**src/logic/s0cc_pkg.sv**
```systemverilog
// Purpose: shared constants of the bus 0 cycle controller
// Assumes: byte-wide register port at the documented offsets
// Notes:   all offsets and field positions live here, and reset values except status, go and cycle-done
package s0cc_pkg;

  // register offsets
  localparam logic [7:0] OFS_GO    = 8'h02;
  localparam logic [7:0] OFS_DIV   = 8'h6c;
  localparam logic [7:0] OFS_MISC1 = 8'h6d;
  localparam logic [7:0] OFS_MISC2 = 8'h6e;
  localparam logic [7:0] OFS_INTEN = 8'h70;
  localparam logic [7:0] OFS_CYCLO = 8'h71;
  localparam logic [7:0] OFS_CYCHI = 8'h72;
  localparam logic [7:0] OFS_ISTAT = 8'h73;

  // reset values
  localparam logic [7:0]  RST_DIV   = 8'h02;
  localparam logic [7:0]  RST_MISC1 = 8'h00;
  localparam logic [7:0]  RST_MISC2 = 8'h00;
  localparam logic [7:0]  RST_INTEN = 8'hff;
  localparam logic [15:0] RST_CYC   = 16'h0000;

  // writable masks, reserved bits read zero
  localparam logic [7:0] MSK_MISC1 = 8'h59;
  localparam logic [7:0] MSK_MISC2 = 8'h07;

  // go register fields
  localparam int GO_BIT    = 1;
  localparam int CDONE_BIT = 2;

  // misc control one fields
  localparam int M1_DMA   = 6;
  localparam int M1_CDIE  = 4;
  localparam int M1_DYN   = 3;
  localparam int M1_POST  = 0;

  // misc control two fields
  localparam int M2_NEG   = 2;
  localparam int M2_LAT_H = 1;
  localparam int M2_LAT_L = 0;

  // cycle control word fields
  localparam int CC_LCHK   = 15;
  localparam int CC_TYPE_H = 14;
  localparam int CC_TYPE_L = 13;
  localparam int CC_RLEN_H = 12;
  localparam int CC_RLEN_L = 4;
  localparam int CC_WLEN_H = 3;
  localparam int CC_WLEN_L = 0;

  // status flags driven by the engine
  localparam int ST_FUNDER = 1;
  localparam int ST_FOVER  = 0;

  // cycle types
  localparam logic [1:0] CT_RX   = 2'b00;
  localparam logic [1:0] CT_TX   = 2'b01;
  localparam logic [1:0] CT_TXRX = 2'b10;

endpackage : s0cc_pkg

```
**src/logic/s0cc_clkdiv.sv**
```systemverilog
// Purpose: bus clock edge ticks from the divider value
// Assumes: ref_clk stands in for the 33 MHz base clock
// Notes:   one tick per half period of the bus clock
module s0cc_clkdiv #(
  parameter int DW = 8
) (
  // clock and reset
  input  wire logic          ref_clk,
  input  wire logic          reset,
  // control
  input  wire logic          run,
  input  wire logic [DW-1:0] div,
  // edge tick
  output logic               tick
);

  logic [DW-1:0] cnt_r;
  logic [DW-1:0] cnt_nxt;
  logic [DW-1:0] half;
  logic          tick_nxt;
  logic          tick_r;

  // half period is n
  // n of zero cannot be faster than one base cycle per half
  always_comb begin
    half     = (div == '0) ? DW'(1) : div;
    cnt_nxt  = cnt_r;
    tick_nxt = 1'b0;
    if (!run) begin
      cnt_nxt = '0;
    end else if (cnt_r == half - DW'(1)) begin
      cnt_nxt  = '0;
      tick_nxt = 1'b1;
    end else begin
      cnt_nxt = cnt_r + DW'(1);
    end
  end

  always_ff @(posedge ref_clk) begin
    if (reset) begin
      cnt_r  <= '0;
      tick_r <= 1'b0;
    end else begin
      cnt_r  <= cnt_nxt;
      tick_r <= tick_nxt & run;
    end
  end

  assign tick = tick_r & run;

endmodule : s0cc_clkdiv

```
**src/logic/s0cc_top.sv**
```systemverilog
// Purpose: bus 0 serial master cycle control with its registers
// Assumes: byte register port at documented offsets, mode 0 framing
// Notes:   one byte each way per stream handshake
//
// Notes on behaviour
// - mode bit picks programmed-io or dma
// - cycle-done interrupt only when enabled
// - dynamic clock stops controller when idle
// - posted write acknowledges before shifting ends
// - negative-edge bit samples on falling edge
// - latency field bypass or delay-line 1..3
// - buffer half interrupt enables reset set
// - underrun and overrun enables reset set
// - no length check: run until go clears
// - length check: exact read/write counts
// - cycle type: rx, tx, tx-then-rx, reserved
// - receive length field plus one, 512
// - transmit length field plus one, 16
// - bus clock divided by twice n
// - status flags set, cleared writing one
module s0cc_top #(
  parameter int RLW = 9,
  parameter int WLW = 4
) (
  // clock and reset
  input  wire logic       ref_clk,
  input  wire logic       reset,
  // register port
  input  wire logic [7:0] reg_addr,
  input  wire logic [7:0] reg_wdata,
  input  wire logic       reg_wr,
  input  wire logic       reg_rd,
  output logic      [7:0] reg_rdata,
  // transmit stream
  input  wire logic [7:0] tx_data,
  input  wire logic       tx_valid,
  output logic            tx_ready,
  output logic            wr_done,
  // receive stream
  output logic      [7:0] rx_data,
  output logic            rx_valid,
  input  wire logic       rx_ack,
  // dma events, status bits 7..2
  input  wire logic [5:0] dma_evt,
  // controller state
  output logic            dma_mode,
  output logic            core_clk_en,
  output logic            irq,
  // serial pins
  output logic            sck,
  output logic            cs_n,
  output logic            mosi,
  input  wire logic       miso
);

  typedef enum logic [1:0] {
    S_IDLE = 2'b00,
    S_TX   = 2'b01,
    S_RX   = 2'b10,
    S_DONE = 2'b11
  } s0cc_state_t;

  // register state
  logic [7:0]  div_r,   div_nxt;
  logic [7:0]  misc1_r, misc1_nxt;
  logic [7:0]  misc2_r, misc2_nxt;
  logic [7:0]  inten_r, inten_nxt;
  logic [15:0] cyc_r,   cyc_nxt;
  logic [7:0]  istat_r, istat_nxt;
  logic        go_r,    go_nxt;
  logic        cdone_r, cdone_nxt;
  logic [7:0]  rdata_r, rdata_nxt;
  logic        irq_r,   irq_nxt;
  logic        cken_r,  cken_nxt;

  // engine state
  s0cc_state_t st_r, st_nxt;
  logic [2:0]     bit_r,   bit_nxt;
  logic [RLW-1:0] cnt_r,   cnt_nxt;
  logic [7:0]     txsh_r,  txsh_nxt;
  logic [7:0]     rxsh_r,  rxsh_nxt;
  logic           have_r,  have_nxt;
  logic           sck_r,   sck_nxt;
  logic           csn_r,   csn_nxt;
  logic           mosi_r,  mosi_nxt;
  logic [7:0]     rxd_r,   rxd_nxt;
  logic           rxv_r,   rxv_nxt;
  logic           txr_r,   txr_nxt;
  logic           wdn_r,   wdn_nxt;
  logic [2:0]     mdly_r;

  // engine to register events
  logic ev_under;
  logic ev_over;
  logic ev_done;
  logic tick;
  logic samp;
  logic samp_now;
  logic last;
  logic lchk;
  logic [1:0] ctype;
  logic [RLW-1:0] rlen;
  logic [RLW-1:0] wlen;
  logic [7:0] rx_full;

  assign lchk  = cyc_r[s0cc_pkg::CC_LCHK];
  assign ctype = cyc_r[s0cc_pkg::CC_TYPE_H:s0cc_pkg::CC_TYPE_L];
  assign rlen  = cyc_r[s0cc_pkg::CC_RLEN_H:s0cc_pkg::CC_RLEN_L];
  assign wlen  = RLW'(cyc_r[s0cc_pkg::CC_WLEN_H:s0cc_pkg::CC_WLEN_L]);

  s0cc_clkdiv #(
    .DW (8)
  ) u_div (
    .ref_clk (ref_clk),
    .reset   (reset),
    .run     (have_r),
    .div     (div_r),
    .tick    (tick)
  );

  always_comb begin
    unique case (misc2_r[s0cc_pkg::M2_LAT_H:s0cc_pkg::M2_LAT_L])
      2'b00: samp = miso;
      2'b01: samp = mdly_r[0];
      2'b10: samp = mdly_r[1];
      2'b11: samp = mdly_r[2];
    endcase
  end

  assign samp_now = tick & (sck_r == misc2_r[s0cc_pkg::M2_NEG]);
  assign rx_full  = samp_now ? {rxsh_r[6:0], samp} : rxsh_r;

  always_comb begin
    if (!lchk) begin
      last = !go_r;
    end else if (st_r == S_TX) begin
      last = (cnt_r == wlen);
    end else begin
      last = (cnt_r == rlen);
    end
  end

  always_comb begin
    st_nxt   = st_r;
    bit_nxt  = bit_r;
    cnt_nxt  = cnt_r;
    txsh_nxt = txsh_r;
    rxsh_nxt = rx_full;
    have_nxt = have_r;
    sck_nxt  = sck_r;
    csn_nxt  = csn_r;
    mosi_nxt = mosi_r;
    rxd_nxt  = rxd_r;
    rxv_nxt  = rxv_r & ~rx_ack;
    txr_nxt  = 1'b0;
    wdn_nxt  = 1'b0;
    ev_under = 1'b0;
    ev_over  = 1'b0;
    ev_done  = 1'b0;
    unique case (st_r)
      S_IDLE: begin
        bit_nxt = '0;
        cnt_nxt = '0;
        // cycle type decode, reserved ends at once
        if (go_r) begin
          csn_nxt = 1'b0;
          unique case (ctype)
            s0cc_pkg::CT_RX:   st_nxt = S_RX;
            s0cc_pkg::CT_TX:   st_nxt = S_TX;
            s0cc_pkg::CT_TXRX: st_nxt = S_TX;
            default:           st_nxt = S_DONE;
          endcase
        end
      end
      S_TX, S_RX: begin
        if (!have_r) begin
          if (st_r == S_RX) begin
            have_nxt = 1'b1;
          end else if (tx_valid) begin
            have_nxt = 1'b1;
            txsh_nxt = tx_data;
            mosi_nxt = tx_data[7];
            txr_nxt  = 1'b1;
            wdn_nxt  = misc1_r[s0cc_pkg::M1_POST] & ~misc1_r[s0cc_pkg::M1_DMA];
          end else if (!go_r && !lchk) begin
            st_nxt = S_DONE;
          end else begin
            // stalls rather than sending filler
            ev_under = 1'b1;
          end
        end else if (tick) begin
          sck_nxt = ~sck_r;
          if (sck_r) begin
            bit_nxt = bit_r + 3'h1;
            if (st_r == S_TX) begin
              txsh_nxt = {txsh_r[6:0], 1'b0};
              mosi_nxt = txsh_r[6];
            end
            if (bit_r == 3'h7) begin
              have_nxt = 1'b0;
              cnt_nxt  = cnt_r + RLW'(1);
              if (st_r == S_TX) begin
                wdn_nxt = ~misc1_r[s0cc_pkg::M1_POST] & ~misc1_r[s0cc_pkg::M1_DMA];
              end else begin
                // overrun when previous byte not taken
                ev_over = rxv_r & ~rx_ack;
                rxd_nxt = rx_full;
                rxv_nxt = 1'b1;
              end
              if (last) begin
                cnt_nxt = '0;
                if (st_r == S_TX && ctype == s0cc_pkg::CT_TXRX) begin
                  st_nxt = S_RX;
                end else begin
                  st_nxt = S_DONE;
                end
              end
            end
          end
        end
      end
      S_DONE: begin
        csn_nxt  = 1'b1;
        sck_nxt  = 1'b0;
        mosi_nxt = 1'b0;
        have_nxt = 1'b0;
        ev_done  = 1'b1;
        st_nxt   = S_IDLE;
      end
    endcase
  end

  always_ff @(posedge ref_clk) begin
    if (reset) begin
      st_r   <= S_IDLE;
      bit_r  <= '0;
      cnt_r  <= '0;
      txsh_r <= '0;
      rxsh_r <= '0;
      have_r <= 1'b0;
      sck_r  <= 1'b0;
      csn_r  <= 1'b1;
      mosi_r <= 1'b0;
      rxd_r  <= '0;
      rxv_r  <= 1'b0;
      txr_r  <= 1'b0;
      wdn_r  <= 1'b0;
      mdly_r <= '0;
    end else begin
      st_r   <= st_nxt;
      bit_r  <= bit_nxt;
      cnt_r  <= cnt_nxt;
      txsh_r <= txsh_nxt;
      rxsh_r <= rxsh_nxt;
      have_r <= have_nxt;
      sck_r  <= sck_nxt;
      csn_r  <= csn_nxt;
      mosi_r <= mosi_nxt;
      rxd_r  <= rxd_nxt;
      rxv_r  <= rxv_nxt;
      txr_r  <= txr_nxt;
      wdn_r  <= wdn_nxt;
      mdly_r <= {mdly_r[1:0], miso};
    end
  end

  // register file
  always_comb begin
    div_nxt   = div_r;
    misc1_nxt = misc1_r;
    misc2_nxt = misc2_r;
    inten_nxt = inten_r;
    cyc_nxt   = cyc_r;
    go_nxt    = go_r;
    cdone_nxt = cdone_r;
    istat_nxt = istat_r;
    rdata_nxt = rdata_r;
    if (reg_wr) begin
      unique case (reg_addr)
        s0cc_pkg::OFS_DIV:   div_nxt   = reg_wdata;
        s0cc_pkg::OFS_MISC1: misc1_nxt = reg_wdata & s0cc_pkg::MSK_MISC1;
        s0cc_pkg::OFS_MISC2: misc2_nxt = reg_wdata & s0cc_pkg::MSK_MISC2;
        s0cc_pkg::OFS_INTEN: inten_nxt = reg_wdata;
        s0cc_pkg::OFS_CYCLO: cyc_nxt[7:0]  = reg_wdata;
        s0cc_pkg::OFS_CYCHI: cyc_nxt[15:8] = reg_wdata;
        s0cc_pkg::OFS_ISTAT: istat_nxt = istat_r & ~reg_wdata;
        s0cc_pkg::OFS_GO: begin
          go_nxt    = reg_wdata[s0cc_pkg::GO_BIT];
          cdone_nxt = cdone_r & ~reg_wdata[s0cc_pkg::CDONE_BIT];
        end
        default: ;
      endcase
    end
    // go drops when a checked cycle ends
    if (ev_done && lchk) begin
      go_nxt = 1'b0;
    end
    // set wins over a same-cycle clear
    istat_nxt = istat_nxt | {dma_evt, ev_under, ev_over};
    cdone_nxt = cdone_nxt | ev_done;
    if (reg_rd) begin
      unique case (reg_addr)
        s0cc_pkg::OFS_DIV:   rdata_nxt = div_r;
        s0cc_pkg::OFS_MISC1: rdata_nxt = misc1_r;
        s0cc_pkg::OFS_MISC2: rdata_nxt = misc2_r;
        s0cc_pkg::OFS_INTEN: rdata_nxt = inten_r;
        s0cc_pkg::OFS_CYCLO: rdata_nxt = cyc_r[7:0];
        s0cc_pkg::OFS_CYCHI: rdata_nxt = cyc_r[15:8];
        s0cc_pkg::OFS_ISTAT: rdata_nxt = istat_r;
        s0cc_pkg::OFS_GO:    rdata_nxt = {5'h00, cdone_r, go_r, 1'b0};
        default:             rdata_nxt = 8'h00;
      endcase
    end
  end

  // controller clock only while work is pending when the dynamic bit is set, always on when it is clear
  always_comb begin
    irq_nxt  = (|(istat_r & inten_r)) | (cdone_r & misc1_r[s0cc_pkg::M1_CDIE]);
    cken_nxt = ~misc1_r[s0cc_pkg::M1_DYN] | (st_r != S_IDLE) | go_r
             | reg_wr | reg_rd | tx_valid;
  end

  always_ff @(posedge ref_clk) begin
    if (reset) begin
      div_r   <= s0cc_pkg::RST_DIV;
      misc1_r <= s0cc_pkg::RST_MISC1;
      misc2_r <= s0cc_pkg::RST_MISC2;
      inten_r <= s0cc_pkg::RST_INTEN;
      cyc_r   <= s0cc_pkg::RST_CYC;
      istat_r <= 8'h00;
      go_r    <= 1'b0;
      cdone_r <= 1'b0;
      rdata_r <= 8'h00;
      irq_r   <= 1'b0;
      cken_r  <= 1'b1;
    end else begin
      div_r   <= div_nxt;
      misc1_r <= misc1_nxt;
      misc2_r <= misc2_nxt;
      inten_r <= inten_nxt;
      cyc_r   <= cyc_nxt;
      istat_r <= istat_nxt;
      go_r    <= go_nxt;
      cdone_r <= cdone_nxt;
      rdata_r <= rdata_nxt;
      irq_r   <= irq_nxt;
      cken_r  <= cken_nxt;
    end
  end

  // mode bit steers acknowledge path and dma side
  assign dma_mode    = misc1_r[s0cc_pkg::M1_DMA];
  assign reg_rdata   = rdata_r;
  assign tx_ready    = txr_r;
  assign wr_done     = wdn_r;
  assign rx_data     = rxd_r;
  assign rx_valid    = rxv_r;
  assign core_clk_en = cken_r;
  assign irq         = irq_r;
  assign sck         = sck_r;
  assign cs_n        = csn_r;
  assign mosi        = mosi_r;

endmodule : s0cc_top

```
**config.mk**
```make
export PLATFORM = sky130hd
export DESIGN_NAME = s0cc_top
export DESIGN_NICKNAME = d
export VERILOG_FILES = /design/src/logic/s0cc_pkg.sv /design/src/logic/s0cc_clkdiv.sv /design/src/logic/s0cc_top.sv
export SDC_FILE = /design/constraint.sdc
export NUM_CORES = 1
export LEC_CHECK = 0
export ABC_AREA = 1
export BUFFER_PORTS_ARGS = -buffer_cell sky130_fd_sc_hd__buf_2
export CAP_MARGIN = 15
export CORE_MARGIN = 1
export CORE_UTILIZATION = 25
export DETAILED_ROUTE_END_ITERATION = 10
export PLACE_DENSITY = 0.47
export SLEW_MARGIN = 20
export SYNTH_ARGS = -nofsm -noshare
export SYNTH_HDL_FRONTEND = slang
export SYNTH_SLANG_ARGS = --single-unit
export TNS_END_PERCENT = 1
```
**constraint.sdc**
```tcl
create_clock -name ref_clk -period 2.7 [get_ports ref_clk]
set_clock_uncertainty 0.2 [all_clocks]
set_input_delay 0.27 -clock ref_clk [delete_from_list [all_inputs] [get_ports ref_clk]]
set_output_delay 0.27 -clock ref_clk [all_outputs]
set_load 0.05 [all_outputs]
```
==> metrics.md <==
| Metric | Value |
|---|---|
| Critical Path Source Type | flop |
| M2 GR Usage | 23.9% |
| Area Overhead vs Synth | 23.3% |
| Post-Syn Instances | 802 |
| Yosys reg bits | 115 |
| Final net count | 933 |
| Longest Clk Path Bufs | 2 |
| Clock Pin Slew Worst Setup and Hold Paths | 60 ps |
| Proportion of layout cells with a drive suffix above 1 | 14.4% |
| Die width | 153 microns |
| Max Cap Violations | 0 |
| Vias in the first global route | 5109 |
| Worst EP arrival | 2470 ps |
| Die Y | 153 microns |
| Crit share post-route | 87.9% |
| DR WL/cell | 14.4 microns |
| # fillers | 2480 |
| Largest net degree at the start of global routing | 36 |
| Setup crit end kind | flop |
| Final antenna-violating net count | 0 |
| Grt total ovfl | 0 |
| WL final | 17.0 mm |
| CTS tree | built |
| Placed Area | 6300 sq um |
| DRT Pass-1 Iters | 5 |
| Clock sink total | 115 |
| Critical Path RT | 2800 ps |
| Gp weighted congestion | 0.843 |
| Slew @ Worst Pin | 604 ps |
| Setup Viol. Count Final | 0 |
| Placement Setup Slack | 250 ps |
| Starting DRT DRC Count | 315 |
| Final setup margin | 328 ps |
| Relative slew slack | 59.4% |
| Crit path time final | 2370 ps |
| Final hold violations | 0 |
| Met3 Use GR | 2.61% |
| Core Box Area | 22200 sq um |
| Total die area | 23500 sq um |
| Fin. max-slew vios | 0 |
| Initial Util | 25.8% |
| P_leak | 0.00297 uW |
| Synthesized area per cell | 7.14 sq um |
| Busiest grt layer | met2 |
| Met1 usage | 19.6% |
| Post-Syn Nets | 850 |
| Outcome | completed |
| Vias | 5396 |
| CP max FO | 8 |
| WS Path Type | flop to flop |
| Achievable Freq | 422 MHz |
| Gr usage total | 15.0% |
| Synth Cell Area | 5720 sq um |
| Seq/Total Area, Yosys | 40.2% |
| Hpwl dp | 12.7 mm |
| Count of unique library cells instantiated by Yosys | 48 |
| CTS H-Tree Depth | 4 |
| Post-route cell area | 7060 sq um |
| Cell Rows | 54 |
| Peak supply drop | 418 uV |
| RSZ-0062 raised after global routing | false |
| Via density | 4.58 |
| Ys Warns | 0 |
| Clk Latency, worst-skew pair | 420 ps |
| Hold Crit Class | input pin to flop |
| Antenna diode count | 0 |
| Setup TNS Final | 0 ps |
| IO buf count | 61 |
| Initial antenna violation count | 0 |
| Root Driver | clkbuf_16 |
| Number of remaining DRC errors | 0 |
| Power Dens Cells | 713 nW/um^2 |
| CTS Buf Count | 17 |
| Global-route wire length before repair | 27.6 mm |
| IO Pins | 62 |
## per-layer routing
layer / part of all wire, % / up-vias
li1: - / 2806
met1: 49 / 2466
met2: 45 / 95
met3: 2.7 / 29
met4: 3.3 / 0
met5: 0 / -
## cell usage after synthesis, drive strengths merged
library cell / instances / area, sq um
o22ai: 12 / 75.1
clkinv: 1 / 3.75
or2: 3 / 18.8
a221oi: 1 / 8.76
nand2: 169 / 654
nor2: 83 / 347
o21ai: 63 / 315
nand4: 7 / 43.8
a41oi: 1 / 8.76
nand3: 37 / 198
nand3b: 5 / 37.5
nor3b: 1 / 7.51
o21bai: 1 / 7.51
a31oi: 9 / 56.3
o31ai: 1 / 7.51
a211oi: 3 / 22.5
clkbuf: 15 / 66.3
a21oi: 76 / 380
o221ai: 8 / 70.1
dfxtp: 115 / 2300
xor2: 10 / 87.6
nor4: 3 / 25.0
o211ai: 14 / 110
buf: 12 / 92.6
a22oi: 1 / 7.51
nor3: 11 / 71.3
ha: 11 / 138
a311oi: 1 / 8.76
inv: 115 / 432
a2111oi: 1 / 8.76
xnor2: 6 / 52.6
mux2i: 6 / 60.1
## where the power goes
part	internal (uW)	switching, uW
registers	1770	53.5
logic	337	739
clock network	1270	862
total	3380	1650
## layout by cell type (no fill, tap or decap), types with 5 or more instances in the layout
master / instances
nand3_1: 36
nor3_1: 9
inv_1: 111
nor2_1: 75
nand2_1: 163
o22ai_1: 12
nand3b_1: 5
clkbuf_16: 17
o211ai_1: 13
buf_4: 11
o21ai_0: 62
buf_2: 61
a31oi_1: 9
xnor2_1: 6
mux2i_1: 6
dlygate4sd3_1: 19
nand4_1: 7
nor2_2: 5
o221ai_1: 8
clkinv_4: 6
a21oi_1: 76
dfxtp_1: 115
xor2_1: 10
ha_1: 11
## logic make-up after synthesis
logic type | share of synthesized area (%)
mux | 1.05
compound gates | 19.0
xor+xnor | 2.45
flops | 40.2
fa+ha+maj | 2.40
simple gates | 24.5
buf+inv | 10.4
## critical path: stages, from the launching register on
cell	delay [ps]
dfxtp_1	320
inv_1	110
nand2_1	110
nor2_1	150
nand3_1	100
nand2_2	70
inv_1	40
ha_1	230
nand3_1	110
xor2_1	150
inv_1	70
nand2_1	70
nand2_1	40
nand3b_1	150
nor2_1	90
nand2_1	90
nand2_4	110
nor2_1	50
## sequential cells by signal, summed over array words and instances (netlist names), 2 cells and up
register / flops
txsh_r: 7
st_r: 2
cnt_r: 9
rxsh_r: 8
rx_data: 8
istat_r: 8
misc1_r: 4
cyc_r: 16
div_r: 8
reg_rdata: 8
misc2_r: 3
bit_r: 3
inten_r: 8
mdly_r: 3
u_div.cnt_r: 8
## worst paths after layout
kind                                            start                        end  slack, ps  depth (start not counted)
worst max-delay path            div_r[3]$_SDFFE_PP0P_  u_div.cnt_r[6]$_SDFF_PP0_        330                         17
worst min-delay path                     reg_wdata[2]      cyc_r[2]$_SDFFE_PP0P_         10                          3
worst max register to register  div_r[3]$_SDFFE_PP0P_  u_div.cnt_r[6]$_SDFF_PP0_        330                         17
worst min register to register   mdly_r[1]$_SDFF_PP0_       mdly_r[2]$_SDFF_PP0_        220                          2
## metrics by stage
step,hold slack (ps),util [%],std cells,power [uW]
floorplan,178,-,802,2660
global placement,213,28.4,1126,2930
detailed placement,216,28.4,1126,2910
CTS,5.64,31.8,1177,5080
global route,33.7,31.9,1178,5300
finish,13.4,31.9,1178,5030
## timing repair
item | CTS | global route
endpoints found under the hold margin | 22 | 0
buffers inserted | 0 | 1
gates resized for setup | 0 | 2
endpoints found under the setup margin | 0 | 8
hold buffers | 19 | 0
## cell type report
type,instances,area [sq um],share of cell area (%)
flip-flops and latches,115,2300,32.6
clock inverters,15,135,1.91
well taps,280,350,4.96
repair buffers,91,578,8.19
clock buffers,17,425,6.03
multi-input cells,544,2830,40.1
inverters,116,435,6.17
Note: power is estimated with default switching activity, not from simulation.
